==> src/core/isum_pkg.sv <==
/*
 * shared constants of the interrupt summary and serial line block:
 * register indices, field positions, reset values and priority levels.
 * assumes a 64-bit classic wishbone slave port, one word per register.
 */
package isum_pkg;

   // ==========================================================
   // bus geometry
   localparam int DW     = 64;
   localparam int SW     = 8;
   localparam int AW     = 12;
   localparam int IDX_LO = 3;
   localparam int IDX_HI = 11;
   localparam int IW     = 9;

   // ==========================================================
   // register indices, byte address is index times eight
   localparam logic [IW-1:0] IDX_SUMMARY  = 9'h100;
   localparam logic [IW-1:0] IDX_SOFTWARE_INTERRUPT_REQUEST     = 9'h108;
   localparam logic [IW-1:0] IDX_TRAP_REQ = 9'h109;
   localparam logic [IW-1:0] IDX_TRAP_EN  = 9'h10A;
   localparam logic [IW-1:0] IDX_IUCTL    = 9'h10D;
   localparam logic [IW-1:0] IDX_IPL      = 9'h110;
   localparam logic [IW-1:0] IDX_HWCLR    = 9'h115;
   localparam logic [IW-1:0] IDX_XMIT     = 9'h116;
   localparam logic [IW-1:0] IDX_RCV      = 9'h117;
   localparam logic [IW-1:0] IDX_PERF     = 9'h11C;

   // ==========================================================
   // field positions
   localparam int TRAP_HI   = 3;
   localparam int SWR_HI    = 18;
   localparam int SWR_LO    = 4;
   localparam int TRAP_PEND = 19;
   localparam int EXT_LO    = 20;
   localparam int EXT_HI    = 23;
   localparam int PERF_LO   = 27;
   localparam int PERF_HI   = 29;
   localparam int PFL_BIT   = 30;
   localparam int MCK_BIT   = 31;
   localparam int CRD_BIT   = 32;
   localparam int SLI_BIT   = 33;
   localparam int HLT_BIT   = 34;
   localparam int SUM_HI    = 34;
   localparam int SLE_BIT   = 33;
   localparam int IPL_HI    = 4;
   localparam int TMT_BIT   = 7;
   localparam int RCV_BIT   = 6;
   localparam int COUNTER2_SELECT_LO   = 0;
   localparam int COUNTER2_SELECT_HI   = 3;
   localparam int COUNTER1_SELECT_LO   = 4;
   localparam int COUNTER1_SELECT_HI   = 7;

   // ==========================================================
   // reset values and encodings
   localparam logic            TMT_RESET   = 1'b1;
   localparam logic [DW-1:0]   PERF_RESET  = 64'h0000_0000_0000_0000;
   localparam logic [3:0]      COUNTER1_SELECT_FLOW   = 4'h8;
   localparam logic [3:0]      COUNTER2_SELECT_PCMISS = 4'h2;
   localparam logic [3:0]      COUNTER2_SELECT_BRMISS = 4'h3;

   // ==========================================================
   // priority levels
   localparam int          NLVL      = 32;
   localparam logic [4:0]  LVL_TRAP  = 5'h02;
   localparam logic [4:0]  LVL_EXT0  = 5'h14;
   localparam logic [4:0]  LVL_PERF  = 5'h1D;
   localparam logic [4:0]  LVL_PFL   = 5'h1E;
   localparam logic [4:0]  LVL_MCK   = 5'h1F;
   localparam logic [4:0]  LVL_CRD   = 5'h1F;
   localparam logic [4:0]  LVL_SLI   = 5'h14;

   typedef enum logic [1:0] {
      ISUM_FLOW_JSR  = 2'b00,
      ISUM_FLOW_COND = 2'b01,
      ISUM_FLOW_ALL  = 2'b10
   } isum_flow_t;

endpackage

==> src/core/isum_sync.sv <==
/*
 * two flip-flop synchroniser for a group of pin levels.
 * assumes inputs come from outside the sys_clk domain.
 */
`timescale 1ns/1ps
module isum_sync #(
   parameter int W = 1
) (
   input  wire logic         sys_clk,
   input  wire logic         sys_rst,
   input  wire logic [W-1:0] pin,
   output logic      [W-1:0] level
);
   logic [W-1:0] meta_ff;
   logic [W-1:0] level_ff;

   always_ff @(posedge sys_clk) begin
      if (sys_rst) begin
         meta_ff  <= '0;
         level_ff <= '0;
      end else begin
         meta_ff  <= pin;
         level_ff <= meta_ff;
      end
   end

   assign level = level_ff;
endmodule

==> src/core/isum_flag.sv <==
/*
 * sticky request flags: set by a pulse, dropped by a clear pulse.
 * assumes set and clear come from logic on sys_clk.
 */
`timescale 1ns/1ps
module isum_flag #(
   parameter int W = 1
) (
   input  wire logic         sys_clk,
   input  wire logic         sys_rst,
   input  wire logic [W-1:0] set,
   input  wire logic [W-1:0] clr,
   output logic      [W-1:0] q
);
   logic [W-1:0] q_ff;

   // set beats clear so an event in the clearing cycle survives
   always_ff @(posedge sys_clk) begin
      if (sys_rst) begin
         q_ff <= '0;
      end else begin
         q_ff <= (q_ff & ~clr) | set;
      end
   end

   assign q = q_ff;
endmodule

==> src/core/isum_top.sv <==
/*
 * interrupt request bookkeeping and software-timed serial line.
 * summary of pending requests, clear register for edge requests,
 * software requests, trap bits, priority compare, serial pins.
 * assumes a 64-bit classic wishbone master on sys_clk; pins are
 * asynchronous; event pulses come from logic on sys_clk.
 */
`timescale 1ns/1ps
module isum_top
   import isum_pkg::*;
(
   input  wire logic          sys_clk,
   input  wire logic          sys_rst,
   input  wire logic          wb_cyc_i,
   input  wire logic          wb_stb_i,
   input  wire logic          wb_we_i,
   input  wire logic [AW-1:0] wb_adr_i,
   input  wire logic [SW-1:0] wb_sel_i,
   input  wire logic [DW-1:0] wb_dat_i,
   output logic      [DW-1:0] wb_dat_o,
   output logic               wb_ack_o,
   input  wire logic [3:0]    ext_irq_pin,
   input  wire logic          power_fail_pin,
   input  wire logic          machine_check_pin,
   input  wire logic          halt_pin,
   input  wire logic          serial_data_pin,
   input  wire logic [2:0]    perf_event,
   input  wire logic          corrected_error_event,
   input  wire logic [1:0]    cur_mode,
   input  wire logic          cache_load_active,
   input  wire logic          cache_load_clk,
   output logic               serial_clk,
   output logic               take_interrupt,
   output logic [DW-1:0]      perf_control,
   output isum_flow_t         ctr1_flow_sel
);
   // ==========================================================
   // bus slave
   logic          ack_ff;
   logic [DW-1:0] rdat_ff;
   logic          req;
   logic          wr_commit;
   logic [IW-1:0] idx;
   logic [DW-1:0] lane_mask;
   logic [DW-1:0] wdat;
   logic [DW-1:0] nxt_rdat;

   assign req       = wb_cyc_i & wb_stb_i;
   assign idx       = wb_adr_i[IDX_HI:IDX_LO];
   // writes land at the edge where the master sees ack
   assign wr_commit = req & ack_ff & wb_we_i;

   for (genvar b = 0; b < SW; b++) begin : g_lane
      assign lane_mask[b*8 +: 8] = {8{wb_sel_i[b]}};
   end
   assign wdat = wb_dat_i & lane_mask;

   always_ff @(posedge sys_clk) begin
      if (sys_rst) begin
         ack_ff <= 1'b0;
      end else begin
         ack_ff <= req & ~ack_ff;
      end
   end

   always_ff @(posedge sys_clk) begin
      if (sys_rst) begin
         rdat_ff <= '0;
      end else if (req & ~ack_ff) begin
         rdat_ff <= nxt_rdat;
      end
   end

   assign wb_ack_o = ack_ff & req;
   assign wb_dat_o = rdat_ff;

   // ==========================================================
   // pin synchronisers
   logic [3:0] ext_lvl;
   logic [3:0] misc_lvl;
   logic       pfl_lvl;
   logic       mck_lvl;
   logic       hlt_lvl;
   logic       rx_lvl;

   isum_sync #(.W(4)) u_sync_ext (
      .sys_clk (sys_clk),
      .sys_rst (sys_rst),
      .pin     (ext_irq_pin),
      .level   (ext_lvl)
   );

   isum_sync #(.W(4)) u_sync_misc (
      .sys_clk (sys_clk),
      .sys_rst (sys_rst),
      .pin     ({power_fail_pin, machine_check_pin, halt_pin, serial_data_pin}),
      .level   (misc_lvl)
   );

   assign {pfl_lvl, mck_lvl, hlt_lvl, rx_lvl} = misc_lvl;

   // ==========================================================
   // software-owned registers
   logic [15:1]    software_interrupt_request_ff;
   logic [TRAP_HI:0] trap_req_ff;
   logic [TRAP_HI:0] trap_en_ff;
   logic [IPL_HI:0]  ipl_ff;
   logic           sle_ff;
   logic           tmt_ff;
   logic [DW-1:0]  perf_ff;

   always_ff @(posedge sys_clk) begin
      if (sys_rst) begin
         software_interrupt_request_ff <= '0;
      end else if (wr_commit && idx == IDX_SOFTWARE_INTERRUPT_REQUEST) begin
         software_interrupt_request_ff <= wdat[SWR_HI:SWR_LO] | (software_interrupt_request_ff & ~lane_mask[SWR_HI:SWR_LO]);
      end
   end

   always_ff @(posedge sys_clk) begin
      if (sys_rst) begin
         trap_req_ff <= '0;
         trap_en_ff  <= '0;
      end else if (wr_commit && idx == IDX_TRAP_REQ && wb_sel_i[0]) begin
         trap_req_ff <= wdat[TRAP_HI:0];
      end else if (wr_commit && idx == IDX_TRAP_EN && wb_sel_i[0]) begin
         trap_en_ff <= wdat[TRAP_HI:0];
      end
   end

   always_ff @(posedge sys_clk) begin
      if (sys_rst) begin
         ipl_ff <= '0;
      end else if (wr_commit && idx == IDX_IPL && wb_sel_i[0]) begin
         ipl_ff <= wdat[IPL_HI:0];
      end
   end

   always_ff @(posedge sys_clk) begin
      if (sys_rst) begin
         sle_ff <= 1'b0;
      end else if (wr_commit && idx == IDX_IUCTL && wb_sel_i[SLE_BIT/8]) begin
         sle_ff <= wdat[SLE_BIT];
      end
   end

   // transmit bit idles high; software loops pace every bit
   always_ff @(posedge sys_clk) begin
      if (sys_rst) begin
         tmt_ff <= TMT_RESET;
      end else if (wr_commit && idx == IDX_XMIT && wb_sel_i[0]) begin
         tmt_ff <= wdat[TMT_BIT];
      end
   end

   always_ff @(posedge sys_clk) begin
      if (sys_rst) begin
         perf_ff <= PERF_RESET;
      end else if (wr_commit && idx == IDX_PERF) begin
         perf_ff <= wdat | (perf_ff & ~lane_mask);
      end
   end

   assign perf_control = perf_ff;

   // select 8 on counter 1 is read through counter 2's select
   always_comb begin
      if (perf_ff[COUNTER2_SELECT_HI:COUNTER2_SELECT_LO] == COUNTER2_SELECT_PCMISS) begin
         ctr1_flow_sel = ISUM_FLOW_JSR;
      end else if (perf_ff[COUNTER2_SELECT_HI:COUNTER2_SELECT_LO] == COUNTER2_SELECT_BRMISS) begin
         ctr1_flow_sel = ISUM_FLOW_COND;
      end else begin
         ctr1_flow_sel = ISUM_FLOW_ALL;
      end
   end

   // ==========================================================
   // shared serial pins
   // the loader owns the clock pin while active; software must not
   // toggle the transmit bit then, the pin would not show it anyway
   assign serial_clk = cache_load_active ? cache_load_clk : tmt_ff;

   logic rx_prev_ff;
   logic rx_edge;

   always_ff @(posedge sys_clk) begin
      if (sys_rst) begin
         rx_prev_ff <= 1'b0;
      end else begin
         rx_prev_ff <= rx_lvl;
      end
   end

   // loader data toggles are not serial line traffic
   assign rx_edge = (rx_lvl ^ rx_prev_ff) & ~cache_load_active;

   // ==========================================================
   // edge-sensitive request flags
   logic       clr_hit;
   logic [4:0] flag_set;
   logic [4:0] flag_clr;
   logic [4:0] flag_q;
   logic [2:0] perf_pend;
   logic       crd_pend;
   logic       sli_pend;

   assign clr_hit  = wr_commit && idx == IDX_HWCLR;
   assign flag_set = {rx_edge & sle_ff,
                      corrected_error_event, perf_event};
   assign flag_clr = {5{clr_hit}} & {wdat[SLI_BIT],
                      wdat[CRD_BIT],
                      wdat[PERF_HI:PERF_LO]};

   isum_flag #(.W(5)) u_flags (
      .sys_clk (sys_clk),
      .sys_rst (sys_rst),
      .set     (flag_set),
      .clr     (flag_clr),
      .q       (flag_q)
   );

   assign {sli_pend, crd_pend, perf_pend} = flag_q;

   // ==========================================================
   // summary
   logic [TRAP_HI:0] trap_live;
   logic [TRAP_HI:0] mode_ok;
   logic             trap_hit;
   logic [SUM_HI:0]  summary;

   assign trap_live = trap_req_ff & trap_en_ff;

   // request bit i belongs to mode code i; smaller code ranks higher
   for (genvar m = 0; m <= TRAP_HI; m++) begin : g_mode
      assign mode_ok[m] = cur_mode <= 2'(m);
   end
   assign trap_hit = |(trap_live & mode_ok);

   always_comb begin
      summary                   = '0;
      summary[TRAP_HI:0]        = trap_live;
      summary[SWR_HI:SWR_LO]    = software_interrupt_request_ff;
      summary[TRAP_PEND]        = trap_hit;
      summary[EXT_HI:EXT_LO]    = ext_lvl;
      summary[PERF_HI:PERF_LO]  = perf_pend;
      summary[PFL_BIT]          = pfl_lvl;
      summary[MCK_BIT]          = mck_lvl;
      summary[CRD_BIT]          = crd_pend;
      summary[SLI_BIT]          = sli_pend;
      summary[HLT_BIT]          = hlt_lvl;
   end

   // ==========================================================
   // priority compare
   logic [NLVL-1:0] lvl_pend;
   logic [NLVL-1:0] lvl_above;
   logic            take_ff;

   always_comb begin
      lvl_pend           = '0;
      lvl_pend[15:1]     = software_interrupt_request_ff;
      lvl_pend[LVL_TRAP] = trap_hit;
      for (int e = 0; e < 4; e++) begin
         lvl_pend[LVL_EXT0 + 5'(e)] = lvl_pend[LVL_EXT0 + 5'(e)] | ext_lvl[e];
      end
      lvl_pend[LVL_SLI]  = lvl_pend[LVL_SLI] | sli_pend;
      lvl_pend[LVL_PERF] = |perf_pend;
      lvl_pend[LVL_PFL]  = pfl_lvl;
      lvl_pend[LVL_MCK]  = mck_lvl | crd_pend;
   end

   for (genvar l = 0; l < NLVL; l++) begin : g_above
      assign lvl_above[l] = 5'(l) > ipl_ff;
   end

   // halt has no level and is never masked
   always_ff @(posedge sys_clk) begin
      if (sys_rst) begin
         take_ff <= 1'b0;
      end else begin
         take_ff <= |(lvl_pend & lvl_above) | hlt_lvl;
      end
   end

   assign take_interrupt = take_ff;

   // ==========================================================
   // read mux
   always_comb begin
      nxt_rdat = '0;
      case (idx)
         IDX_SUMMARY:  nxt_rdat[SUM_HI:0]        = summary;
         IDX_SOFTWARE_INTERRUPT_REQUEST:     nxt_rdat[SWR_HI:SWR_LO]   = software_interrupt_request_ff;
         IDX_TRAP_REQ: nxt_rdat[TRAP_HI:0]       = trap_req_ff;
         IDX_TRAP_EN:  nxt_rdat[TRAP_HI:0]       = trap_en_ff;
         IDX_IUCTL:    nxt_rdat[SLE_BIT]         = sle_ff;
         IDX_IPL:      nxt_rdat[IPL_HI:0]        = ipl_ff;
         IDX_RCV:      nxt_rdat[RCV_BIT]         = rx_lvl;
         IDX_PERF:     nxt_rdat                  = perf_ff;
         IDX_HWCLR:    nxt_rdat                  = '0;
         default:      nxt_rdat                  = '0;
      endcase
   end
endmodule

==> config.mk <==
export PLATFORM = sky130hd
export DESIGN_NAME = isum_top
export DESIGN_NICKNAME = d
export VERILOG_FILES = /design/src/core/isum_pkg.sv /design/src/core/isum_sync.sv /design/src/core/isum_flag.sv /design/src/core/isum_top.sv
export SDC_FILE = /design/constraint.sdc
export NUM_CORES = 1
export LEC_CHECK = 0
export ABC_AREA = 0
export BUFFER_PORTS_ARGS = -buffer_cell sky130_fd_sc_hd__buf_2
export CORE_ASPECT_RATIO = 0.6
export CORE_UTILIZATION = 40
export DETAILED_ROUTE_END_ITERATION = 12
export PLACE_DENSITY = 0.66
export REMOVE_ABC_BUFFERS = 1
export SLEW_MARGIN = 25
export SYNTH_ARGS = -nofsm -noshare
export SYNTH_HDL_FRONTEND = slang
export SYNTH_SLANG_ARGS = --single-unit
==> constraint.sdc <==
create_clock -name sys_clk -period 5.7 [get_ports sys_clk]
set_clock_uncertainty 0.05 [all_clocks]
set_input_delay 1.14 -clock sys_clk [delete_from_list [all_inputs] [get_ports sys_clk]]
set_output_delay 1.14 -clock sys_clk [all_outputs]
set_load 0.02 [all_outputs]
After elaboration in Yosys (flattened, before gate mapping)

Index checks and enable logic that the tools add are counted.

Bits in registers: 182
Bits of input ports: 105

Order comparisons: 36
Eq/ne operators: 12
Multiplexer cells: 12
Bitwise gates (word level): 27
Reduce and logical (&&, ||, !) cells: 18

Operators with widths:

| kind                 | count |
|---|---|
| $and A64 B64 Y64     | 2 |
| $eq A9 B9 Y1 const B | 10 |
| $gt A5 B5 Y1 const A | 16 |
| $not A64 Y64         | 1 |
| $or A64 B64 Y64      | 1 |
| $gt A4 B5 Y1 const A | 8 |
| $and A32 B32 Y32     | 1 |
| $reduce_or A32 Y1    | 1 |
| $mux W29             | 1 |
| $pmux W14 S2         | 1 |
| $pmux W12 S2         | 1 |
| $gt A3 B5 Y1 const A | 4 |
| $pmux W4 S5          | 1 |
| $and A15 B15 Y15     | 1 |
| $not A15 Y15         | 1 |
| $or A15 B15 Y15      | 1 |
| $logic_and A1 B1 Y1  | 13 |
| $and A5 B5 Y5        | 2 |
| $gt A1 B5 Y1 const A | 2 |
| $gt A2 B5 Y1 const A | 2 |
| $pmux W1 S3          | 3 |
| $and A4 B4 Y4        | 2 |
| $eq A4 B2 Y1 const B | 2 |
| $and A1 B1 Y1        | 6 |
| 14 further kinds     | 22 |

Longest topological paths before layout

Word-level depth: 8
Gate-level depth with buffers: 8

Cells and area by module

From an unflattened synthesis, not the netlist that was laid out.

Cells, all modules: 853
Area total of the unflattened synthesis: 7176.9 sq um

Modules (own cells, without submodules):

| module    | instances | cells an instance | area an instance (sq um) | seq. area each (sq um) |
|---|---|---|---|---|
| isum_top  | 1         | 801               | 6581.3                   | 3223.1 |
| isum_sync | 2         | 16                | 210.2                    | 160.2 |
| isum_flag | 1         | 20                | 175.2                    | 100.1 |

Worst setup path after synthesis

OpenSTA, ideal clock, no wires.

Path type: input to output
Start: input port cache_load_active
End: output port serial_clk
Data arrival time: 1505 ps
Data required time: 4510 ps
Setup slack: 3005 ps
Cell stages on the path: 1
Path buffers: 0
Cells stage by stage: mux2_2

Word-level cells in the longest chain between the ends: 1

Ends and longest elaborated chain:

| what        | RTL line        | source |
|---|---|---|
| from (decl) | isum_top.sv:30  | `input wire logic cache_load_active,` |
| $mux W1     | isum_top.sv:181 | `assign serial_clk = cache_load_active ? cache_load_clk : tmt_ff;` |
| to (decl)   | isum_top.sv:32  | `output logic serial_clk,` |

No other way between the ends.

==> results.json <==
{
  "outcome": "finished clean",
  "pre_cts_ws_ps": 2080,
  "arrival_ps": 3430,
  "setup_slack_ps": 2500,
  "crit_fanout": 19,
  "synth_simple_gate_area_frac": 0.192,
  "synth-seq-area-share": 0.503,
  "path_class": "in -> reg",
  "seqPwrFrac": 0.498,
  "p_sw_mw": 0.669,
  "worstSetupStartpoint": "wb_adr_i[10]",
  "final.setup.tns_ps": 0,
  "setup_viol": 0,
  "cpMaxStageDelayCell": "and3_2",
  "clkPwrFrac": 0.438,
  "antenna_found_initial": 1,
  "num_io_pins": 238,
  "clkLatencyLatePin_ps": 420,
  "finalCritPeriodShare": 0.562,
  "worst_ir_drop_vdd_mv": 0.170,
  "finalNetCount": 1062,
  "numPortBuffers": 234,
  "htreeDepth": 4,
  "vias_per_cell": 5.23,
  "synth_compound_area_frac": 0.132,
  "final_common_cell": "buf_2",
  "grt_pass1_vias": 5745,
  "postCtsSetupBuffers": 0,
  "drv_cap": 0,
  "avgSynthCellArea_um2": 9.64,
  "cts_buffers": 17,
  "holdWs_ps": 388,
  "holdBufCountCts": 0,
  "post-route-min-period_ps": 3200,
  "power_density_mw_per_mm2": 288,
  "yosys.area_share.xor_xnor": 0.00121,
  "multi_input_area_mm2": 0.00330,
  "die-area_mm2": 0.0187,
  "worstRegToRegCells": 6,
  "gp_congestion": 0.847,
  "ys_async_sr_fraction": 0,
  "initial_utilization": 0.416,
  "cts_tree": "done",
  "muxShareOfSynthArea": 0.126,
  "slew-limit-headroom": 0.347,
  "start_kind": "input pin",
  "reg2reg_from": "ack_ff",
  "num_antenna_cells": 0,
  "die_h_um": 106,
  "synth_fa_ha_area_frac": 0.00276,
  "ys_types": 49,
  "ff_latch_area_mm2": 0.00364,
  "grt_start_max_net_pins": 121,
  "num-fill-cells": 1679,
  "ys_ff_latch": 182,
  "antenna_left": 0,
  "drc": 0,
  "ctsRootBufferMaster": "clkbuf_16",
  "cts_resized": 0,
  "leakagePower_nw": 4.36,
  "avgRoutedWirePerCell_um": 17.0,
  "num_vias": 6299,
  "grt-ovfl-total": 0,
  "slowest_delay_ps": 680,
  "endpoint_kind": "register",
  "postPlaceCellArea_mm2": 0.00852,
  "p_comb_frac": 0.064,
  "area_growth_syn_to_layout_pct": 25.6,
  "ys.flop_type": "dfxtp_1",
  "synth_edf_count": 0,
  "fmax_ghz": 0.312,
  "dpl.hpwl_um": 14500,
  "cts.sink_count": 182,
  "critPathRequiredTime_ps": 5930,
  "core_mm2": 0.0174,
  "rsz0062_at_grt": "false",
  "synthCells": 751,
  "dieWidth_um": 176,
  "tightest_slew_ps": 978,
  "fin_area_mm2": 0.00910,
  "min_path_type": "reg -> reg",
  "grt_first_pass_wirelength_um": 31700,
  "cts.reportedPaths.clkPinSlew_ps": 80,
  "netSwitchingFraction": 0.255,
  "synth_top_family_by_area": "simple AND/OR/NAND/NOR gates",
  "wirelength_um": 20500,
  "reg2reg_slack_ps": 3540,
  "first_pass_iters": 5,
  "rr_endpoint": "trap_req_ff[1]",
  "clk_path_buf_depth": 2,
  "worstPathCellList": "buf_2 > nor4b_4 > and3_2 > buf_4 > nand3_2 > mux2i_1 > nor2_1",
  "hold_violations": 0,
  "num_rows": 37,
  "yosys_warnings": 0,
  "maxSlewViolCount": 0,
  "grt_use_total": 0.218,
  "drtIter0Drc": 442,
  "drive_gt1_frac": 0.309,
  "final_cell_mix": "buf_2 (233), dfxtp_1 (182), nor2_1 (166), mux2i_1 (90)",
  "intPower_mw": 1.95,
  "syn_area_mm2": 0.00724
}
-- metrics by stage --
stage | std cells | power (mW) | utilization
floorplan | 697 | 1.40 | -
global placement | 1172 | 1.50 | 0.489
detailed placement | 1172 | 1.50 | 0.489
CTS | 1204 | 2.65 | 0.523
global route | 1204 | 2.72 | 0.523
finish | 1204 | 2.62 | 0.523
-- kinds of logic (layout without fill, tap and decap cells) --
group,Yosys count,count (layout)
buffers and inverters,68,287
AOI/OAI and AO/OA,123,123
and+or+nand+nor,284,284
xor gates and xnor gates,1,1
adders and majority gates,2,2
muxes,91,91
DFF,182,182
-- how the worst min path moves through the flow --
stage,startpoint,to,cells past startpoint
3_3_place_gp,u_sync_ext.meta_ff[0],u_sync_ext.level[0],1
4_1_cts,u_sync_misc.meta_ff[0],u_sync_misc.level[0],1
6_report,u_sync_misc.meta_ff[1],u_sync_misc.level[1],1
2_1_floorplan,u_sync_ext.meta_ff[0],u_sync_ext.level[0],1
3_5_place_dp,u_sync_ext.meta_ff[0],u_sync_ext.level[0],1
5_1_grt,u_sync_misc.meta_ff[0],u_sync_misc.level[0],1
-- layer usage --
layer	share of wire	up-vias	wire, µm	GRT usage
li1	-	3077	-	-
met1	0.50	2956	10300	0.324
met2	0.40	255	8280	0.309
met3	0.086	9	1760	0.0651
met4	0.0048	2	99	0.0360
met5	0.00049	-	10	0
-- cells in the mapped netlist, types with 14 or more instances --
cell type,number,area share
nor2_1,167,0.087
dfxtp_1,182,0.50
clkbuf_1,39,0.020
mux2i_1,90,0.12
inv_1,14,0.0073
nand2_1,19,0.0098
nor2b_1,21,0.018
a21oi_1,19,0.013
nor3_1,29,0.020
a221oi_1,29,0.035
a22oi_1,23,0.024
-- worst max-delay path: cells and delay by family --
| kind | cells | cell delay (ps) |
|---|---|---|
| buffers and inverters | 2 | 430 |
| multiplexers | 1 | 250 |
| AND/OR/NAND/NOR | 4 | 1580 |
-- area by class of cell --
type | count | share of cell area
clock inverters | 13 | 0.0151
multi-input cells | 501 | 0.363
clock buffers | 19 | 0.0487
inverters | 14 | 0.00578
flip-flops and latches | 182 | 0.400
repair buffers | 241 | 0.135
well taps | 234 | 0.0322
-- power groups by stage --
stage / registers [mW] / logic (mW) / clock network [mW]
CTS: 1.31 / 0.169 / 1.17
finish: 1.31 / 0.169 / 1.15
global route: 1.31 / 0.185 / 1.23
floorplan: 1.35 / 0.0537 / 0
global placement: 1.33 / 0.167 / 0
detailed placement: 1.33 / 0.168 / 0
Note: power is estimated with default switching activity, not from simulation.
